File: src/ccsc_pkg.sv
// Purpose: constants for the cpu clock switchover control block
// Assumes: apb register map, 32-bit data, one aligned word each
// Notes:   all offsets are byte addresses
package ccsc_pkg;

  // ****************************************************************
  // register offsets
  // ****************************************************************
  localparam logic [7:0] PROC_CLK_CTRL_OFS  = 8'h00;
  localparam logic [7:0] MAIN_CLK_MODE_OFS  = 8'h04;
  localparam logic [7:0] MAIN_OSC_CTRL_OFS  = 8'h08;
  localparam logic [7:0] INT_OSC_MODE_OFS   = 8'h0c;
  localparam logic [7:0] SETTLE_STATUS_OFS  = 8'h10;
  localparam logic [7:0] SETTLE_SELECT_OFS  = 8'h14;

  // ****************************************************************
  // field positions
  // ****************************************************************
  localparam int DIV_LSB          = 0;   // division code, bits 2:0
  localparam int SUBSEL_BIT       = 4;   // subsystem select
  localparam int SUBACT_BIT       = 5;   // subsystem active, read only
  localparam int SUBMODE_STOP_BIT = 7;   // hs osc stop in sub mode
  localparam int MAINSEL_BIT      = 0;   // main source select
  localparam int MAINSTAT_BIT     = 1;   // main source status, ro
  localparam int HS_STOP_BIT      = 7;   // hs osc stop
  localparam int INT_STOP_BIT     = 0;   // internal osc stop

  // ****************************************************************
  // reset values
  // ****************************************************************
  localparam logic [2:0] DIV_RST      = 3'h0;
  localparam logic [2:0] SETTLE_RST   = 3'h5;
  localparam logic       MAINSEL_RST  = 1'b0;

  // ****************************************************************
  // switchover latencies in pre-switch cpu clocks
  // ****************************************************************
  localparam logic [4:0] DIV_LAT_BASE = 5'h10;  // 16 for code 000
  localparam logic [2:0] DIV_CODE_MAX = 3'h4;   // slowest legal code
  localparam logic [4:0] LEAVE_SUB_LAT = 5'h01; // sub to main
  localparam logic [1:0] MAIN_SW_LAT  = 2'h2;   // internal <-> hs

  // ****************************************************************
  // switchover state
  // ****************************************************************
  typedef enum logic [2:0] {
    SW_IDLE  = 3'b001,   // no change pending
    SW_COUNT = 3'b010,   // counting pre-switch clocks
    SW_SUB   = 3'b100    // waiting for a subsystem clock edge
  } ccsc_sw_t;

endpackage : ccsc_pkg

File: src/ccsc_tick_div.sv
// Purpose: divides a source clock tick stream by a power of two
// Assumes: source tick is one mclk cycle wide, synchronous to mclk
// Notes:   restart realigns the divider so a new period starts clean
module ccsc_tick_div #(
  parameter int MAX_SHIFT = 4
) (
  // clock and reset
  input  wire logic       mclk,
  input  wire logic       rstN,
  // source and control
  input  wire logic       srcTick,
  input  wire logic [2:0] shift,
  input  wire logic       restart,
  // divided tick
  output logic            divTick
);

  // ****************************************************************
  // parameter check
  // ****************************************************************
  if (MAX_SHIFT < 0 || MAX_SHIFT > 4) begin : gBadShift
    $error("ccsc_tick_div: MAX_SHIFT must be 0 to 4");
  end

  logic [3:0] cnt_r;
  logic [3:0] limit;
  logic [2:0] shiftClamp;

  // clamp code and form terminal count
  always_comb begin
    shiftClamp = (shift > 3'(MAX_SHIFT)) ? 3'(MAX_SHIFT) : shift;
    limit      = 4'((5'h01 << shiftClamp) - 5'h01);
  end

  // tick on the last source edge of each period
  assign divTick = srcTick && (cnt_r == limit);

  // source edge counter
  always_ff @(posedge mclk or negedge rstN) begin
    if (!rstN) begin
      cnt_r <= 4'h0;
    end else if (restart) begin
      cnt_r <= 4'h0;
    end else if (srcTick) begin
      cnt_r <= (cnt_r >= limit) ? 4'h0 : cnt_r + 4'h1;
    end
  end

endmodule : ccsc_tick_div

File: src/cpu_clock_switchover_control.sv
// Purpose: cpu clock source, division and oscillator stop control
// Assumes: source ticks are mclk-synchronous single-cycle pulses
// Notes:   cpu clock is given as a tick stream, switched on edges
//
// Function
// RULE1: cpu clock set by three-bit division code and subsystem select bit 4
// RULE2: old cpu clock keeps running a bounded time after a control write
// RULE3: bit 5 reads whether cpu runs on subsystem or main clock
// RULE4: division change waits 16,8,4,2,1 old clocks; leaving subsystem waits 1
// RULE5: main to subsystem waits at most one subsystem period in old clocks
// RULE6: software never changes division while setting subsystem select
// RULE7: division change with subsystem select cleared in one write works
// RULE8: three fast division codes not written while on internal clock
// RULE9: software waits for oscillator settle before using high-speed clock
// RULE10: settle selection applied only on stop release by irq on hs clock
// RULE11: software sets subsystem select only after subsystem osc settles
// RULE12: both hs stop bits ignored while running on high-speed clock
// RULE13: on internal clock only main stop bit stops the hs oscillator
// RULE14: subsystem mode entered from and left to high-speed clock only
// RULE15: software never clears main source select in subsystem mode
// RULE16: in subsystem mode only the sub-mode stop bit stops hs osc
// RULE17: internal osc stop bit works only when the option allows it
// RULE18: status flags show subsystem, high-speed or internal operation
// RULE19: main mode bit 0 selects source, bit 1 shows source in use
// RULE20: stop bits sit at bit 7 of their control registers; the internal osc stop sits at bit 0 here
// RULE21: changeovers aligned to old and new clock, no runt cycles
//
// Added by the designer: the register offsets and the APB register port.
module cpu_clock_switchover_control #(
  parameter int SETTLE_W = 5
) (
  // clock and reset
  input  wire logic        mclk,
  input  wire logic        rst_b,
  // apb slave
  input  wire logic        psel,
  input  wire logic        penable,
  input  wire logic        pwrite,
  input  wire logic [7:0]  paddr,
  input  wire logic [31:0] pwdata,
  output logic             pready,
  output logic [31:0]      prdata,
  output logic             pslverr,
  // clock source ticks
  input  wire logic        hsTick,
  input  wire logic        intTick,
  input  wire logic        subTick,
  // option, settle and stop release
  input  wire logic        intOscStopAllowed,
  input  wire logic [SETTLE_W-1:0] settleStatus,
  input  wire logic        stopRelIrq,
  // cpu clock and oscillator controls
  output logic             cpuTick,
  output logic             hsOscRun,
  output logic             intOscRun,
  output logic [2:0]       settleSelApplied,
  output logic             subActive,
  output logic             mainStatus
);

  // ****************************************************************
  // parameter check
  // ****************************************************************
  if (SETTLE_W < 1 || SETTLE_W > 32) begin : gBadSettle
    $error("cpu_clock_switchover_control: SETTLE_W must be 1 to 32");
  end

  // ****************************************************************
  // declarations
  // ****************************************************************
  logic                rstMeta_r;
  logic                rstN_r;
  logic                setupPh;
  logic                wrEn;
  logic                addrHit;
  logic [2:0]          divCode_r;     // active division code
  logic                subSel_r;      // software subsystem select
  logic                subAct_r;      // cpu on subsystem clock
  logic                subStop_r;     // hs stop in sub mode
  logic                mainSel_r;     // software main source select
  logic                mainStat_r;    // main source in use
  logic                hsStop_r;      // hs stop on internal clock
  logic                intStop_r;     // internal osc stop request
  logic [2:0]          settleSel_r;
  logic [2:0]          settleApp_r;
  ccsc_pkg::ccsc_sw_t  swState_r;
  logic [2:0]          pendDiv_r;
  logic                pendSub_r;
  logic [4:0]          latCnt_r;
  logic                mainPend_r;
  logic [1:0]          mainCnt_r;
  logic                srcTick;
  logic [2:0]          divShift;
  logic                applyPcc;
  logic                applyMain;
  logic                wrPcc;
  logic                wrMcm;
  logic [2:0]          wrDiv;
  logic                wrSub;
  logic [4:0]          divLat;
  logic [31:0]         rdData;

  // ****************************************************************
  // reset release
  // ****************************************************************

  // two-stage release of the async reset
  always_ff @(posedge mclk or negedge rst_b) begin
    if (!rst_b) begin
      rstMeta_r <= 1'b0;
      rstN_r    <= 1'b0;
    end else begin
      rstMeta_r <= 1'b1;
      rstN_r    <= rstMeta_r;
    end
  end

  // ****************************************************************
  // apb decode
  // ****************************************************************

  // setup phase captures read data, access phase completes
  assign setupPh = psel && !penable;
  assign wrEn    = psel && penable && pwrite;
  assign pready  = 1'b1;
  assign wrPcc   = wrEn && (paddr == ccsc_pkg::PROC_CLK_CTRL_OFS);
  assign wrMcm   = wrEn && (paddr == ccsc_pkg::MAIN_CLK_MODE_OFS);
  assign wrDiv   = pwdata[ccsc_pkg::DIV_LSB +: 3];

  // decode address hits
  always_comb begin
    case (paddr)
      ccsc_pkg::PROC_CLK_CTRL_OFS,
      ccsc_pkg::MAIN_CLK_MODE_OFS,
      ccsc_pkg::MAIN_OSC_CTRL_OFS,
      ccsc_pkg::INT_OSC_MODE_OFS,
      ccsc_pkg::SETTLE_STATUS_OFS,
      ccsc_pkg::SETTLE_SELECT_OFS: addrHit = 1'b1;
      default:                     addrHit = 1'b0;
    endcase
  end

  // read mux
  always_comb begin
    rdData = 32'h0;
    case (paddr)
      ccsc_pkg::PROC_CLK_CTRL_OFS: begin
        // RULE1: division and select layout
        rdData[ccsc_pkg::DIV_LSB +: 3]         = divCode_r;
        rdData[ccsc_pkg::SUBSEL_BIT]           = subSel_r;
        // RULE3: subsystem active readback
        rdData[ccsc_pkg::SUBACT_BIT]           = subAct_r;
        rdData[ccsc_pkg::SUBMODE_STOP_BIT]     = subStop_r;
      end
      ccsc_pkg::MAIN_CLK_MODE_OFS: begin
        // RULE19: select and status bits
        rdData[ccsc_pkg::MAINSEL_BIT]          = mainSel_r;
        rdData[ccsc_pkg::MAINSTAT_BIT]         = mainStat_r;
      end
      ccsc_pkg::MAIN_OSC_CTRL_OFS: begin
        rdData[ccsc_pkg::HS_STOP_BIT]          = hsStop_r;
      end
      ccsc_pkg::INT_OSC_MODE_OFS: begin
        rdData[ccsc_pkg::INT_STOP_BIT]         = intStop_r;
      end
      ccsc_pkg::SETTLE_STATUS_OFS: begin
        rdData[SETTLE_W-1:0]                   = settleStatus;
      end
      ccsc_pkg::SETTLE_SELECT_OFS: begin
        rdData[2:0]                            = settleSel_r;
      end
      default: begin
        rdData = 32'h0;
      end
    endcase
  end

  // read data and error registered in the setup phase
  always_ff @(posedge mclk or negedge rstN_r) begin
    if (!rstN_r) begin
      prdata  <= 32'h0;
      pslverr <= 1'b0;
    end else if (setupPh) begin
      prdata  <= pwrite ? 32'h0 : rdData;
      pslverr <= !addrHit;
    end
  end

  // ****************************************************************
  // software control bits
  // ****************************************************************

  // subsystem select and sub-mode stop
  always_ff @(posedge mclk or negedge rstN_r) begin
    if (!rstN_r) begin
      subSel_r  <= 1'b0;
      subStop_r <= 1'b0;
    end else if (wrPcc) begin
      // RULE14: entry only from high-speed operation
      subSel_r  <= pwdata[ccsc_pkg::SUBSEL_BIT] && (mainStat_r || subAct_r);
      // RULE20: sub-mode stop at bit 7
      subStop_r <= pwdata[ccsc_pkg::SUBMODE_STOP_BIT];
    end
  end

  // main source select
  always_ff @(posedge mclk or negedge rstN_r) begin
    if (!rstN_r) begin
      mainSel_r <= ccsc_pkg::MAINSEL_RST;
    end else if (wrMcm) begin
      // RULE14: no move to internal clock from subsystem mode
      // RULE15: a clear request in subsystem mode is dropped
      if (!(subAct_r || subSel_r)) begin
        mainSel_r <= pwdata[ccsc_pkg::MAINSEL_BIT];
      end
    end
  end

  // oscillator stop requests and settle selection
  always_ff @(posedge mclk or negedge rstN_r) begin
    if (!rstN_r) begin
      hsStop_r    <= 1'b0;
      intStop_r   <= 1'b0;
      settleSel_r <= ccsc_pkg::SETTLE_RST;
    end else if (wrEn) begin
      if (paddr == ccsc_pkg::MAIN_OSC_CTRL_OFS) begin
        // RULE20: main stop at bit 7
        hsStop_r <= pwdata[ccsc_pkg::HS_STOP_BIT];
      end
      if (paddr == ccsc_pkg::INT_OSC_MODE_OFS) begin
        intStop_r <= pwdata[ccsc_pkg::INT_STOP_BIT];
      end
      if (paddr == ccsc_pkg::SETTLE_SELECT_OFS) begin
        settleSel_r <= pwdata[2:0];
      end
    end
  end

  // settle selection taken into use
  always_ff @(posedge mclk or negedge rstN_r) begin
    if (!rstN_r) begin
      settleApp_r <= ccsc_pkg::SETTLE_RST;
    end else if (stopRelIrq && mainStat_r && !subAct_r) begin
      // RULE10: only on irq release in hs operation
      settleApp_r <= settleSel_r;
    end
  end

  // ****************************************************************
  // cpu clock generation
  // ****************************************************************

  // source mux: subsystem, high-speed or internal
  assign srcTick  = subAct_r ? subTick : (mainStat_r ? hsTick : intTick);
  assign divShift = subAct_r ? 3'h0 : divCode_r;

  // RULE21: divider restarts on every changeover edge
  ccsc_tick_div #(
    .MAX_SHIFT (4)
  ) uDiv (
    .mclk    (mclk),
    .rstN    (rstN_r),
    .srcTick (srcTick),
    .shift   (divShift),
    .restart (applyPcc || applyMain),
    .divTick (cpuTick)
  );

  // ****************************************************************
  // division and subsystem switchover
  // ****************************************************************

  // RULE4: latency set by the old division code
  always_comb begin
    if (subAct_r) begin
      divLat = ccsc_pkg::LEAVE_SUB_LAT;
    end else if (divCode_r > ccsc_pkg::DIV_CODE_MAX) begin
      divLat = 5'(ccsc_pkg::DIV_LAT_BASE >> ccsc_pkg::DIV_CODE_MAX);
    end else begin
      divLat = 5'(ccsc_pkg::DIV_LAT_BASE >> divCode_r);
    end
  end

  // RULE14: only a hs-sourced cpu may move to subsystem
  assign wrSub = pwdata[ccsc_pkg::SUBSEL_BIT] && (mainStat_r || subAct_r);

  // RULE2: new selection lands on an old clock edge
  // RULE5: subsystem entry lands on the next subsystem edge
  assign applyPcc = ((swState_r == ccsc_pkg::SW_COUNT) && cpuTick &&
                     (latCnt_r == 5'h01)) ||
                    ((swState_r == ccsc_pkg::SW_SUB) && subTick);

  // switchover sequencer
  always_ff @(posedge mclk or negedge rstN_r) begin
    if (!rstN_r) begin
      swState_r <= ccsc_pkg::SW_IDLE;
      pendDiv_r <= ccsc_pkg::DIV_RST;
      pendSub_r <= 1'b0;
      latCnt_r  <= 5'h0;
    end else if (wrPcc) begin
      // RULE7: division and sub clear taken together
      pendDiv_r <= wrDiv;
      pendSub_r <= wrSub;
      latCnt_r  <= divLat;
      if (wrSub && !subAct_r) begin
        swState_r <= ccsc_pkg::SW_SUB;
      end else begin
        swState_r <= ccsc_pkg::SW_COUNT;
      end
    end else begin
      case (swState_r)
        ccsc_pkg::SW_IDLE: begin
          swState_r <= ccsc_pkg::SW_IDLE;
        end
        ccsc_pkg::SW_COUNT: begin
          if (applyPcc) begin
            swState_r <= ccsc_pkg::SW_IDLE;
          end else if (cpuTick) begin
            latCnt_r <= latCnt_r - 5'h01;
          end
        end
        ccsc_pkg::SW_SUB: begin
          if (applyPcc) begin
            swState_r <= ccsc_pkg::SW_IDLE;
          end
        end
        default: begin
          swState_r <= ccsc_pkg::SW_IDLE;
        end
      endcase
    end
  end

  // active division code and subsystem flag
  always_ff @(posedge mclk or negedge rstN_r) begin
    if (!rstN_r) begin
      divCode_r <= ccsc_pkg::DIV_RST;
      subAct_r  <= 1'b0;
    end else if (applyPcc) begin
      // RULE1: selection takes effect
      divCode_r <= pendDiv_r;
      subAct_r  <= pendSub_r;
    end
  end

  // ****************************************************************
  // internal / high-speed switchover
  // ****************************************************************

  // switch after two old cpu clocks
  assign applyMain = mainPend_r && cpuTick && (mainCnt_r == 2'h1);

  // main source sequencer
  always_ff @(posedge mclk or negedge rstN_r) begin
    if (!rstN_r) begin
      mainPend_r <= 1'b0;
      mainCnt_r  <= 2'h0;
    end else if (wrMcm && !(subAct_r || subSel_r)) begin
      mainPend_r <= pwdata[ccsc_pkg::MAINSEL_BIT] != mainStat_r;
      mainCnt_r  <= ccsc_pkg::MAIN_SW_LAT;
    end else if (applyMain) begin
      mainPend_r <= 1'b0;
    end else if (mainPend_r && cpuTick) begin
      mainCnt_r <= mainCnt_r - 2'h1;
    end
  end

  // RULE19: status follows the source in use
  always_ff @(posedge mclk or negedge rstN_r) begin
    if (!rstN_r) begin
      mainStat_r <= ccsc_pkg::MAINSEL_RST;
    end else if (applyMain) begin
      mainStat_r <= mainSel_r;
    end
  end

  // ****************************************************************
  // oscillator gating and status outputs
  // ****************************************************************

  // high-speed oscillator run control
  always_ff @(posedge mclk or negedge rstN_r) begin
    if (!rstN_r) begin
      hsOscRun <= 1'b1;
    end else if (subAct_r) begin
      // RULE16: only the sub-mode stop applies
      hsOscRun <= !subStop_r;
    end else if (mainStat_r) begin
      // RULE12: both stop bits ignored
      hsOscRun <= 1'b1;
    end else begin
      // RULE13: only the main stop applies
      hsOscRun <= !hsStop_r;
    end
  end

  // internal oscillator run control
  always_ff @(posedge mclk or negedge rstN_r) begin
    if (!rstN_r) begin
      intOscRun <= 1'b1;
    end else begin
      // RULE17: stop honoured only when the option allows
      intOscRun <= !(intOscStopAllowed && intStop_r &&
                     (mainStat_r || subAct_r));
    end
  end

  // RULE18: status flags per operating mode
  assign subActive        = subAct_r;
  assign mainStatus       = mainStat_r;
  assign settleSelApplied = settleApp_r;

endmodule : cpu_clock_switchover_control

File: config.mk
export PLATFORM = sky130hd
export DESIGN_NAME = cpu_clock_switchover_control
export DESIGN_NICKNAME = d
export VERILOG_FILES = /design/src/ccsc_pkg.sv /design/src/ccsc_tick_div.sv /design/src/cpu_clock_switchover_control.sv
export SDC_FILE = /design/constraint.sdc
export NUM_CORES = 1
export LEC_CHECK = 0
export BUFFER_PORTS_ARGS = -buffer_cell sky130_fd_sc_hd__buf_2
export CORE_UTILIZATION = 50
export CTS_CLUSTER_SIZE = 8
export DETAILED_ROUTE_END_ITERATION = 10
export GPL_TIMING_DRIVEN = 0
export PLACE_DENSITY = 0.8
export SETUP_SLACK_MARGIN = 0.02
export SYNTH_ARGS = -nofsm -noshare
export SYNTH_HDL_FRONTEND = slang
export SYNTH_HIERARCHICAL = 1
export SYNTH_SLANG_ARGS = --single-unit
File: constraint.sdc
create_clock -name mclk -period 2.29 [get_ports mclk]
set_input_delay 0.1145 -clock mclk [delete_from_list [all_inputs] [get_ports mclk]]
set_output_delay 0.1145 -clock mclk [all_outputs]
set_load 0.01 [all_outputs]
**Word level (Yosys, flattened, before mapping)**

Cells that the tools add are included.

- Logic and storage cells: 122
- Output and inout port bits: 42
- Input port bits: 55
- Flip-flop bits (word level): 71

- Order comparisons: 3
- Add/subtract/negate cells: 4
- Mux-type cells: 33
- Equality and inequality tests: 14
- Reduce and logical (&&, ||, !) cells: 43
- Bitwise operators: 1
- Shift-type cells: 2

Operator list:

| kind | number |
|---|---|
| 5-bit two-way mux | 6 |
| 1-bit logical AND | 18 |
| 3-bit two-way mux | 6 |
| 8-bit by 4-bit == test with 1-bit output (second input constant) | 2 |
| 8-bit by 5-bit == test with 1-bit output (second input constant) | 2 |
| 4-bit two-way mux | 3 |
| 2-bit AND reduction | 5 |
| 2-bit nonzero test | 5 |
| 1-bit two-way mux | 9 |
| 8-bit by 3-bit == test with 1-bit output (second input constant) | 1 |
| 8-bit logical NOT | 1 |
| 8-bit two-way mux | 1 |
| 1-bit logical NOT | 7 |
| 3-bit > comparator (second input constant) | 2 |
| 2-bit two-way mux | 3 |
| 6-bit OR reduction | 1 |
| 5-bit by 1-bit == test with 1-bit output (second input constant) | 1 |
| 1-bit case mux with 5 select lines | 1 |
| 5-bit by 3-bit right shift with 5-bit output (first input constant) | 1 |
| 5-bit by 1-bit subtractor with 5-bit output (second input constant) | 1 |
| 4-bit by 1-bit adder with 4-bit output (second input constant) | 1 |
| 4-bit == test | 1 |
| 4-bit >= comparator | 1 |
| 1-bit logical OR | 4 |
| other kinds (15) | 17 |

**Logic depth before layout (Yosys ltp)**

Gate-level depths: netlist of the first run.

- Word-level depth: 13
- Depth in mapped cells: 10
- Depth with buffers taken out: 9

**Hierarchy**

Netlist of the first run, hierarchy kept.

Modules (own cells, without submodules):

| module | area each (µm²) | instances | sequential area each (µm²) | cells an instance |
|---|---|---|---|---|
| cpu_clock_switchover_control | 2352.3 | 1 | 1059.8 | 213 |
| ccsc_tick_div | 361.6 | 1 | 100.1 | 39 |

**Worst setup path before layout of the first run**

Ideal clock, no wire load.

- Kind: register -> register
- Start point: register subAct_r (netlist: subActive)
- End point: register divCode_r[0]
- Period minus slack after synthesis: 2.867 ns
- Slack: -0.577 ns
- Required time: 2.165 ns
- Arrival time: 2.742 ns
- Stages on the path, launching flop included: 10
- Library setup time: 0.125 ns
- Path buffers: 1
- Cell sequence: dfrtp_1 -> clkbuf_1 -> nor2b_1 -> or3_1 -> ha_1 -> nand3_1 -> nor2_1 -> nand4b_1 -> a21oi_1 -> mux2_2

- Longest elaborated chain between the ends: 10
- Elaborated cells between the ends (all ways): 11
- Classes of those cells: add/sub (1); order compare (1); eq/ne (1); shift (1); mux (3); reduce/logical (4)

Ends and longest elaborated chain:

| element | line | source |
|---|---|---|
| start, declared | cpu_clock_switchover_control.sv:78 | `logic subAct_r;` |
| start signal, assigned | cpu_clock_switchover_control.sv:342 | `subAct_r <= pendSub_r;` |
| 3-bit two-way mux * | cpu_clock_switchover_control.sv:255 | `assign divShift = subAct_r ? 3'h0 : divCode_r;` |
| via divShift[2] | cpu_clock_switchover_control.sv:93 | `logic [2:0] divShift;` |
| 3-bit > comparator | ccsc_tick_div.sv:31 | `shiftClamp = (shift > 3'(MAX_SHIFT)) ? 3'(MAX_SHIFT) : shift;` |
| 3-bit two-way mux * | ccsc_tick_div.sv:31 |  |
| 1-bit by 3-bit left shift with 4-bit output * | ccsc_tick_div.sv:32 | `limit = 4'((5'h01 << shiftClamp) - 5'h01);` |
| 4-bit by 1-bit subtractor with 4-bit output * | ccsc_tick_div.sv:32 |  |
| 4-bit == test * | ccsc_tick_div.sv:36 | `assign divTick = srcTick && (cnt_r == limit);` |
| 1-bit logical AND * | ccsc_tick_div.sv:36 |  |
| via cpuTick | cpu_clock_switchover_control.sv:53 | `output logic cpuTick,` |
| 1-bit logical AND * (2 in series) | cpu_clock_switchover_control.sv:289 | `assign applyPcc = ((swState_r == ccsc_pkg::SW_COUNT) && cpuTick &&` |
| 1-bit logical OR * | cpu_clock_switchover_control.sv:290 | `(latCnt_r == 5'h01)) \|\|` |
| end signal, assigned | cpu_clock_switchover_control.sv:337 | `divCode_r <= ccsc_pkg::DIV_RST;` |
| end signal, assigned | cpu_clock_switchover_control.sv:341 | `divCode_r <= pendDiv_r;` |
| end, declared | cpu_clock_switchover_control.sv:76 | `logic [2:0] divCode_r;` |

The timed path passes the listed nets; every way through them passes the cells marked *.
A chain may end at the register's enable or synchronous reset.

**Worst setup path in the final report of the first run**

- Start point: register divCode_r[0]
- End point: register subAct_r (netlist: subActive)

- Longest elaborated chain between the ends: 10

Ends and longest elaborated chain:

| element | line |
|---|---|
| 3-bit two-way mux * | cpu_clock_switchover_control.sv:255 |
| via divShift[0] | cpu_clock_switchover_control.sv:93 |
| 3-bit > comparator | ccsc_tick_div.sv:31 |
| 3-bit two-way mux * | ccsc_tick_div.sv:31 |
| 1-bit by 3-bit left shift with 4-bit output * | ccsc_tick_div.sv:32 |
| 4-bit by 1-bit subtractor with 4-bit output * | ccsc_tick_div.sv:32 |
| 4-bit == test * | ccsc_tick_div.sv:36 |
| 1-bit logical AND * | ccsc_tick_div.sv:36 |
| 1-bit logical AND * (2 in series) | cpu_clock_switchover_control.sv:289 |
| 1-bit logical OR * | cpu_clock_switchover_control.sv:290 |

Marks and branches as above.

==> flow_summary.json, run 1 <==
{
  "vias": 2024,
  "htree_levels": 2,
  "seqPwrFrac_pct": 46.4,
  "slowest_stage": "dfrtp_2",
  "wl_mm": 5.326,
  "viasPerCell": 4.949,
  "whs_path_depth": 3,
  "drt_iter0_drc": 66,
  "setup_viol": 10,
  "io_buffers": 43,
  "hold_slack_ns": 0.06265,
  "synthArstFlopShare_pct": 100.0,
  "critPathMaxFanout": 6,
  "worstPathArrival_ns": 2.56,
  "peakVddDrop_v": 0.0005173,
  "violations": "setup timing",
  "max_clock_freq_mhz": 420.9,
  "r2r_end": "subActive",
  "rr_startpoint": "divCode_r[0]",
  "synth_edf_count": 0,
  "gr-total-overflow": 0,
  "pin_count": 97,
  "die-area_sq_um": 5726,
  "core-area_sq_um": 5172,
  "clock-sinks": 46,
  "synth_top_area_share_pct": 35.96,
  "grt_usage_pct": 19.42,
  "dp_hpwl_mm": 4.008,
  "min_period_ns": 2.376,
  "first_pass_iters": 4,
  "synth.distinct_cells": 50,
  "num-nets-final": 401,
  "synth_top_cell_by_area": "dfrtp_1",
  "ys_ff_latch": 46,
  "path_class": "flip-flop to flip-flop",
  "maxCapViolations": 0,
  "fp-row-count": 26,
  "fin_skew_ns": 0.008367,
  "yosys_warnings": 6,
  "syn_area_per_cell_sq_um": 10.77,
  "post_drt_wl_per_cell_microns": 13.02,
  "rsz0062_at_grt": "true",
  "final.setup.tns_ns": -0.5503,
  "gp_congestion": 0.7613,
  "worstPathCellList": "nor2b_4 -> or3_4 -> ha_4 -> nand3_4 -> nor2_4 -> nand4b_1 -> a21oi_4 -> mux2_4",
  "required_ns": 2.48,
  "start_util_pct": 52.47,
  "combPwrFrac_pct": 23.8,
  "hold_path_class": "primary input to flip-flop",
  "tritoncts": "done",
  "path_clk_slew_ns": 0.08,
  "power_switching_uw": 552.8,
  "worstHoldEndpoint": "prdata[3]",
  "slew_headroom_pct": 55.26,
  "cts_root_buffer": "clkbuf_8",
  "hold_violations": 0,
  "die_width_microns": 75.67,
  "powerDensity_nw_per_um2": 570.2,
  "max_stage_delay_ns": 0.43,
  "worstHoldStart": "settleStatus[3]",
  "synth-main-ff-cell": "dfrtp_1",
  "fin_ws_ns": -0.08559,
  "final_cells": 409,
  "reg2reg_depth": 8,
  "fin_crit_sh_pct": 103.7,
  "synthesis.area_sq_um": 2714,
  "rrSetupSlack_ns": -0.09,
  "fp.dieH_microns": 75.67,
  "drc": 0,
  "endpoint_kind": "flip-flop",
  "drive_gt1_share_pct": 44.54,
  "route.antenna.remaining_nets": 0,
  "synth_area_leaders": "dfrtp_1 36%, mux2_2 8.7%, buf_4 7.2%, dfstp_2 6.8%, mux2i_1 6.3%",
  "syn_inst": 252,
  "grt_max_degree": 37,
  "antenna_found_initial": 0,
  "p_sw_share_pct": 28.15,
  "cts_buffers": 5,
  "tightest_slew_ns": 0.6617,
  "status": "finished with violations",
  "cp-start-kind": "flip-flop",
  "slew_viol_final": 0,
  "clock_latency_ns": 0.30,
  "clkPwrFrac_pct": 29.8,
  "place_area_sq_um": 3207,
  "cts_max_path_buffers": 2,
  "syn_to_final_growth_pct": 26.92,
  "n_antenna_cell": 0,
  "dp_slack_ns": -0.2947,
  "grt_pass1_vias": 1740,
  "dp_cells": 391,
  "fin_area_sq_um": 3445,
  "synth-seq-area-share_pct": 42.74,
  "grt_pass1_wl_mm": 8.259,
  "internal-power_mw": 1.411,
  "power_leakage_nw": 1.725
}
[synth_stat cells, types with 2 or more instances]
cell	instances
xnor2_1	3
nor2_1	10
nand2_1	21
buf_4	26
mux2i_1	17
nor4b_1	2
nor2b_1	5
or4_4	2
mux2_2	21
o211ai_1	3
nor3_1	3
ha_1	8
dfstp_2	7
a21oi_1	7
dfrtp_1	39
conb_1	2
o21ai_0	9
nand2b_1	6
buf_2	2
nand4b_1	3
buf_6	2
o31ai_1	2
inv_1	8
a31oi_1	2
o21ai_2	2
clkbuf_1	3
or3_1	2
nand3b_1	4
nand3_1	8
or4b_2	2
xor2_1	2
[stage by stage]
| step | power, mW | util, % |
|---|---|---|
| 6_report | 1.964 | 66.59 |
| 3_5_place_dp | 1.325 | 62.00 |
| 3_3_place_gp | 1.299 | 61.59 |
| 2_1_floorplan | 1.210 | - |
| 5_1_grt | 2.064 | 66.59 |
| 4_1_cts | 1.952 | 65.77 |
[critical path: cells and delay by family (launching register included)]
| family | cells | cell delay [ns] |
|---|---|---|
| AO/OA/AOI/OAI | 1 | 0.33 |
| multiplexers | 1 | 0.33 |
| AND/OR/NAND/NOR | 5 | 0.87 |
| flip-flops | 1 | 0.43 |
| adder cells (fa/ha/maj) | 1 | 0.29 |
[power by group through the flow]
stage	Clock (mW)	Combinational [mW]	Sequential (mW)
floorplan	0	0.280	0.930
global placement	0	0.359	0.940
detailed placement	0	0.392	0.933
CTS	0.603	0.441	0.908
global route	0.626	0.519	0.918
finish	0.585	0.468	0.911
[layer usage]
layer | share of wire [%] | up-vias | GRT usage, %
li1 | - | 1011 | -
met1 | 44 | 943 | 26.40
met2 | 50 | 66 | 32.54
met3 | 5.1 | 4 | 2.910
met4 | 0.90 | 0 | 5.556
met5 | 0 | - | 0
[cells in the final DEF (no fill, tap or decap), types with 4 or more instances in the layout]
master | netlist | layout
buf_4 | 26 | 34
dfrtp_2 | 0 | 4
inv_1 | 8 | 8
o21ai_0 | 9 | 9
mux2_2 | 21 | 17
nand3_1 | 8 | 5
mux2i_1 | 17 | 17
nand2_1 | 21 | 19
mux2_4 | 0 | 4
ha_1 | 8 | 7
buf_2 | 2 | 45
a21oi_1 | 7 | 6
nor2_1 | 10 | 9
conb_1 | 2 | 27
nand2b_1 | 6 | 5
clkbuf_8 | 1 | 6
dfstp_2 | 7 | 7
dfrtp_1 | 39 | 35
nand3b_1 | 4 | 4
[cell families after synthesis]
logic type | after synthesis | share of synthesized area (%)
AOI/OAI and AO/OA | 32 | 8.253
buffers and inverters | 43 | 10.60
other | 2 | 0.2767
xor gates and xnor gates | 5 | 1.614
DFF | 46 | 42.74
adders and majority gates | 8 | 3.688
muxes | 39 | 15.81
and+or+nand+nor | 77 | 17.01
[layout make-up]
type                            count  area (sq um)
Fill cell                         391          1728
Clock buffer                        7         76.32
Clock inverter                      1         30.03
Timing Repair Buffer               55         326.6
Tap cell                           70         87.58
Buffer                             34         265.3
Multi-Input combinational cell    188          1464
Sequential cell                    46          1165
Inverter                            8         30.03
[flip-flops by register name, summed over array words and instances (netlist names), 2 cells and up]
| name | flops |
|---|---|
| pendDiv_r | 3 |
| uDiv/cnt_r | 4 |
| settleSelApplied | 3 |
| divCode_r | 3 |
| swState_r | 3 |
| mainCnt_r | 2 |
| prdata | 7 |
| settleSel_r | 3 |
| latCnt_r | 5 |
[worst max path at each step]
stage	startpoint	endpoint	slack, ns	cells after the start
after floorplan	subActive	subActive	-0.13	9
after global placement	subActive	divCode_r[2]	-0.26	9
after detailed placement	subActive	subActive	-0.29	9
after CTS	subActive	subActive	-0.04	9
after global routing	subActive	subActive	-0.15	9
final	divCode_r[0]	subActive	-0.09	8
[repair_timing]
item,in CTS,in global routing
buffers inserted,7,2
gates cloned,0,0
gates resized for setup,5,7
endpoints found under the setup margin,14,13
pin swaps,4,5
hold buffers,2,0
endpoints found under the hold margin,3,0
Power figures use the tool's default switching activity.
==> inputs of run 2 (changes only) <==
--- a/config.mk
+++ b/config.mk
@@ -5,13 +5,14 @@
 export SDC_FILE = /design/constraint.sdc
 export NUM_CORES = 1
 export LEC_CHECK = 0
-export BUFFER_PORTS_ARGS = -buffer_cell sky130_fd_sc_hd__buf_2
-export CORE_UTILIZATION = 50
+export CORE_UTILIZATION = 60
 export CTS_CLUSTER_SIZE = 8
 export DETAILED_ROUTE_END_ITERATION = 10
+export DONT_BUFFER_PORTS = 1
 export GPL_TIMING_DRIVEN = 0
-export PLACE_DENSITY = 0.8
+export PLACE_DENSITY = 0.76
 export SETUP_SLACK_MARGIN = 0.02
+export SKIP_LAST_GASP = 1
 export SYNTH_ARGS = -nofsm -noshare
 export SYNTH_HDL_FRONTEND = slang
 export SYNTH_HIERARCHICAL = 1
==> run 2 against run 1 <==
  * The flow still finishes with violations (setup timing)
  * Largest cell class unchanged
  * Design area shrank 5.5%
  * Routed wire length fell by 3.4%
  * Fmax fell by 8.1%
  * Via count decreased by 6.5%
  * Global-route usage is 3.2 points higher
  * Clock power decreased by 12%
  * Power down 6.2%
==> flow_summary.json, run 2 (synthesized netlist as in run 1, its figures left out) <==
{
  "pin_count": 97,
  "grt_usage_pct": 22.60,
  "multi_input_area_sq_um": 1490,
  "slowest_stage": "dfrtp_2",
  "max_clock_freq_mhz": 386.7,
  "grt_pass1_wl_mm": 8.576,
  "powerDensity_nw_per_um2": 566.2,
  "maxCapViolations": 0,
  "worstPathCellList": "buf_8 -> nor2b_2 -> or3_4 -> ha_4 -> nand3_4 -> nor2_4 -> nand4b_1 -> a21oi_4 -> mux2_4",
  "fin_area_sq_um": 3254,
  "clock-sinks": 46,
  "fin_ws_ns": -0.2959,
  "final_common_cell": "dfrtp_1",
  "met2_usage_pct": 38.73,
  "grtUsageMet1_pct": 27.94,
  "tritoncts": "done",
  "top_register": "prdata",
  "route.antenna.remaining_nets": 0,
  "top_usage_layer": "met2",
  "endpoint_kind": "flip-flop",
  "drc": 0,
  "start_util_pct": 62.33,
  "num-nets-final": 360,
  "fin_skew_ns": 0.004146,
  "power_leakage_nw": 1.540,
  "slew_headroom_pct": 52.38,
  "path_class": "flip-flop to flip-flop",
  "required_ns": 2.48,
  "cp-start-kind": "flip-flop",
  "tightest_slew_ns": 0.7044,
  "fillers": 315,
  "grt_pass1_vias": 1859,
  "fp.dieH_microns": 69.26,
  "peakVddDrop_v": 0.0005314,
  "path_clk_slew_ns": 0.08,
  "place_area_sq_um": 2977,
  "cts_root_buffer": "clkbuf_8",
  "vias": 1893,
  "wl_mm": 5.146,
  "violations": "setup timing",
  "fp-row-count": 24,
  "setup_viol": 14,
  "cts_max_path_buffers": 2,
  "core-area_sq_um": 4354,
  "slew_viol_final": 0,
  "reg.largest.list": "prdata x7, latCnt_r x5, uDiv/cnt_r x4",
  "worstPathArrival_ns": 2.78,
  "cts_buffers": 5,
  "htree_levels": 2,
  "drive_gt1_share_pct": 36.91,
  "final_cell_mix": "37 x dfrtp_1, 29 x buf_4, 27 x conb_1",
  "register_area_sq_um": 1162,
  "post_drt_wl_per_cell_microns": 14.70,
  "cp_top_family": "simple AND/OR/NAND/NOR gates",
  "gr-total-overflow": 0,
  "status": "finished with violations",
  "path_buf_inv": 1,
  "die-area_sq_um": 4796,
  "first_pass_iters": 5,
  "viasPerCell": 5.409,
  "syn_to_final_growth_pct": 19.92,
  "max_stage_delay_ns": 0.49,
  "largest_register_ffs": 7,
  "grt_max_degree": 25,
  "min_period_ns": 2.586,
  "grt_use_met3_pct": 5.669,
  "critPathMaxFanout": 7,
  "io_buffers": 0,
  "power.total_mw": 1.843,
  "drt_iter0_drc": 61,
  "hold_violations": 0,
  "gp_congestion": 0.7867,
  "die_width_microns": 69.26,
  "clock_latency_ns": 0.30,
  "dp_hpwl_mm": 3.787,
  "hold_path_class": "primary input to flip-flop",
  "fin_crit_sh_pct": 112.9,
  "antenna_found_initial": 0,
  "rsz0062_at_grt": "true",
  "n_antenna_cell": 0
}
run 2: cell count changes in the layout (fill, tap and decap cells not counted), sizes merged:
| cell | previous run | this run |
|---|---|---|
| clkinvlp | 0 | 1 |
| clkinv | 0 | 1 |
| buf | 84 | 36 |
| bufinv | 1 | 0 |
| dlygate4sd3 | 2 | 8 |
run 2: cell type report:
class | count | area share (%)
Multi-Input combinational cell | 188 | 45.79
Timing Repair Buffer | 13 | 4.344
Tap cell | 52 | 1.999
Inverter | 8 | 0.9227
Clock inverter | 2 | 0.3845
Sequential cell | 46 | 35.72
Clock buffer | 6 | 2.537
Buffer | 35 | 8.304
run 2: worst paths after layout:
kind / slack (ns) / cells past startpoint / from / endpoint
max: -0.30 / 9 / subActive / divCode_r[0]
min: 0.02 / 2 / subTick / swState_r[2]
max reg2reg: -0.30 / 9 / subActive / divCode_r[0]
min reg2reg: 0.24 / 0 / rstN_r / hsStop_r
max in group asynchronous: 1.50 / 1 / rstN_r / swState_r[0]
min in group asynchronous: 0.04 / 1 / rst_b / rstN_r
run 2: per-stage QoR:
step	hold slack [ns]	setup slack (ns)	std cells	utilization, %	TNS (ns)
floorplan	-0.1811	-0.1298	277	-	-0.7624
global placement	-0.1811	-0.3657	329	67.70	-3.951
detailed placement	-0.1810	-0.4010	330	68.36	-4.397
CTS	0.01065	-0.3268	349	73.48	-3.585
global route	0.01424	-0.4001	350	74.74	-4.985
finish	0.01681	-0.2959	350	74.74	-3.192
run 2: routing by layer:
layer / routed length [microns] / vias to the layer above
met5: 0 / -
met4: 67 / 0
met3: 315 / 7
met2: 2586 / 58
met1: 2177 / 900
li1: - / 928
run 2: where the power goes:
part | leakage, nW | total, mW | internal [mW] | switching (mW)
clock | 0.0472 | 0.512 | 0.243 | 0.269
combinational | 0.903 | 0.400 | 0.196 | 0.204
sequential | 0.590 | 0.931 | 0.863 | 0.0677
run 2: repair_timing:
action                                 in CTS  in global routing
gates resized for setup                     4                 13
pin swaps                                   5                  4
endpoints found under the hold margin      16                  0
buffers inserted                            3                  1
hold buffers                                8                  0
setup endpoints to repair                  16                 18
==> inputs of run 3 (changes only) <==
--- a/config.mk
+++ b/config.mk
@@ -5,12 +5,12 @@
 export SDC_FILE = /design/constraint.sdc
 export NUM_CORES = 1
 export LEC_CHECK = 0
-export CORE_UTILIZATION = 60
+export CORE_UTILIZATION = 57
 export CTS_CLUSTER_SIZE = 8
 export DETAILED_ROUTE_END_ITERATION = 10
 export DONT_BUFFER_PORTS = 1
 export GPL_TIMING_DRIVEN = 0
-export PLACE_DENSITY = 0.76
+export PLACE_DENSITY = 0.75
 export SETUP_SLACK_MARGIN = 0.02
 export SKIP_LAST_GASP = 1
 export SYNTH_ARGS = -nofsm -noshare
==> constraint.sdc (replaced) <==
create_clock -name mclk -period 2.1 [get_ports mclk]
set_input_delay 0.105 -clock mclk [delete_from_list [all_inputs] [get_ports mclk]]
set_output_delay 0.105 -clock mclk [all_outputs]
set_load 0.01 [all_outputs]
==> run 3 against run 2 <==
  * The flow finishes with violations (DRC, setup timing)
  * Critical path depth unchanged
  * Design area rose by 1.1%
  * First-iteration DRC count is 34% higher
  * Non-clock buffer count up 6
  * Routed wire length shrank 0.19%
  * Register-to-register slack worse by 0.18 ns
  * Cell count is 1.7% higher
  * Critical path type unchanged
  * Largest power group unchanged
==> flow_summary.json, run 3 (synthesized netlist as in run 1, its figures left out) <==
{
  "status": "finished with violations",
  "violations": "DRC, setup timing",
  "critPathMaxFanout": 7,
  "wl_mm": 5.136,
  "hold_slack_ns": 0.03163,
  "num-nets-final": 366,
  "power_leakage_nw": 1.576,
  "first_pass_iters": 7,
  "tightest_slew_ns": 0.6193,
  "final_cell_mix": "37 x dfrtp_1, 30 x buf_4, 27 x conb_1",
  "rrSetupSlack_ns": -0.48,
  "die-area_sq_um": 5041,
  "cts_max_path_buffers": 2,
  "drt_iter0_drc": 82,
  "fin_crit_sh_pct": 122.7,
  "post_drt_wl_per_cell_microns": 14.43,
  "route.antenna.remaining_nets": 0,
  "antenna_found_initial": 0,
  "rr_startpoint": "subActive",
  "final_cells": 356,
  "register_area_sq_um": 1162,
  "peakVddDrop_v": 0.0004477,
  "required_ns": 2.29,
  "max_stage_delay_ns": 0.49,
  "slew_headroom_pct": 58.13,
  "worstPathArrival_ns": 2.76,
  "final_util_pct": 73.52,
  "top_register": "prdata",
  "cp_top_family": "simple AND/OR/NAND/NOR gates",
  "viasPerCell": 5.385,
  "rsz0062_at_grt": "true",
  "path_clk_slew_ns": 0.08,
  "hold_violations": 0,
  "fp-row-count": 24,
  "crit_start": "subActive",
  "gr-total-overflow": 0,
  "r2r_end": "divCode_r[1]",
  "max_clock_freq_mhz": 388.2,
  "power_switching_uw": 578.1,
  "clkPwrFrac_pct": 30.9,
  "fin_ws_ns": -0.4758,
  "grt_pass1_vias": 1804,
  "fillers": 345,
  "core-area_sq_um": 4474,
  "fp.dieH_microns": 71,
  "clock-sinks": 46,
  "drive_gt1_share_pct": 33.88,
  "path_buf_inv": 1,
  "slew_viol_final": 0,
  "pin_count": 97,
  "fin_skew_ns": 0.006730,
  "io_buffers": 0,
  "start_util_pct": 60.65,
  "seqPwrFrac_pct": 48.1,
  "endpoint_kind": "flip-flop",
  "setup_viol": 18,
  "gp_congestion": 0.7757,
  "p_sw_share_pct": 27.67,
  "hold_path_class": "primary input to async pin",
  "final_common_cell": "dfrtp_1",
  "die_width_microns": 71,
  "dp_hpwl_mm": 3.732,
  "cts_root_buffer": "clkbuf_8",
  "worstPathCellList": "buf_8 -> nor2b_4 -> or3_4 -> ha_4 -> nand3_4 -> nor2_4 -> nand4b_1 -> a21oi_4 -> mux2_4",
  "slowest_stage": "dfrtp_2",
  "powerDensity_nw_per_um2": 635.2,
  "reg.largest.list": "prdata x7, latCnt_r x5, uDiv/cnt_r x4",
  "dp_slack_ns": -0.5608,
  "grt_pass1_wl_mm": 8.321,
  "combPwrFrac_pct": 21.0,
  "place_area_sq_um": 2979,
  "clock_latency_ns": 0.30,
  "path_class": "flip-flop to flip-flop",
  "tritoncts": "done",
  "n_antenna_cell": 0,
  "cp.depth": 9,
  "setup.worst_path.end": "divCode_r[1]",
  "reg2reg_depth": 9,
  "htree_levels": 2,
  "largest_register_ffs": 7,
  "dp_cells": 330,
  "grt_usage_pct": 21.38,
  "power.total_mw": 2.089,
  "maxCapViolations": 0,
  "vias": 1917,
  "drc": 3,
  "final.setup.tns_ns": -6.224,
  "syn_to_final_growth_pct": 21.21,
  "cts_buffers": 5,
  "cp-start-kind": "flip-flop",
  "fin_area_sq_um": 3289,
  "min_period_ns": 2.576,
  "grt_max_degree": 39,
  "internal-power_mw": 1.511,
  "multi_input_area_sq_um": 1464
}
run 3: how the worst min path moves through the flow:
stage / to / slack [ns] / cells past startpoint
2_1_floorplan: rstMeta_r / -0.19 / 0
3_3_place_gp: rstMeta_r / -0.19 / 0
3_5_place_dp: rstN_r / -0.19 / 0
4_1_cts: rstMeta_r / 0.02 / 1
5_1_grt: rstMeta_r / 0.03 / 1
6_report: rstMeta_r / 0.03 / 1
run 3: timing repair:
action,CTS,global route
buffers inserted,3,2
hold buffers,13,0
cloned,0,0
pin swaps,4,0
hold endpoints to repair,20,0
setup endpoints to repair,19,20
resized for setup,5,5
run 3: worst reg2reg max path, delay by kind of cell, from the launching register on:
kind                     cells  cell delay (ns)
adder cells (fa/ha/maj)      1             0.29
AND/OR/NAND/NOR              5             0.87
AO/OA/AOI/OAI                1             0.32
multiplexers                 1             0.33
buffers and inverters        1             0.16
flip-flops                   1             0.49
run 3: routing by layer:
metal	part of all wire [%]	GRT usage, %	vias to the layer above
met4	1.1	5.333	0
met2	51	35.36	54
met1	44	28.57	912
met3	4.7	5.128	8
li1	-	-	943
met5	0	0	-
run 3: area by class of cell:
class	instances	area share, %
Buffer	35	8.216
Clock buffer	7	2.320
Clock inverter	1	0.9129
Inverter	8	0.9129
Multi-Input combinational cell	188	44.50
Sequential cell	46	35.34
Tap cell	52	1.978
Timing Repair Buffer	19	5.820
run 3: power groups by stage:
stage | logic (mW) | registers (mW) | clock network, mW
2_1_floorplan | 0.313 | 1.01 | 0
3_3_place_gp | 0.353 | 1.03 | 0
3_5_place_dp | 0.379 | 1.02 | 0
4_1_cts | 0.429 | 1.00 | 0.668
5_1_grt | 0.490 | 1.02 | 0.689
6_report | 0.439 | 1.00 | 0.646
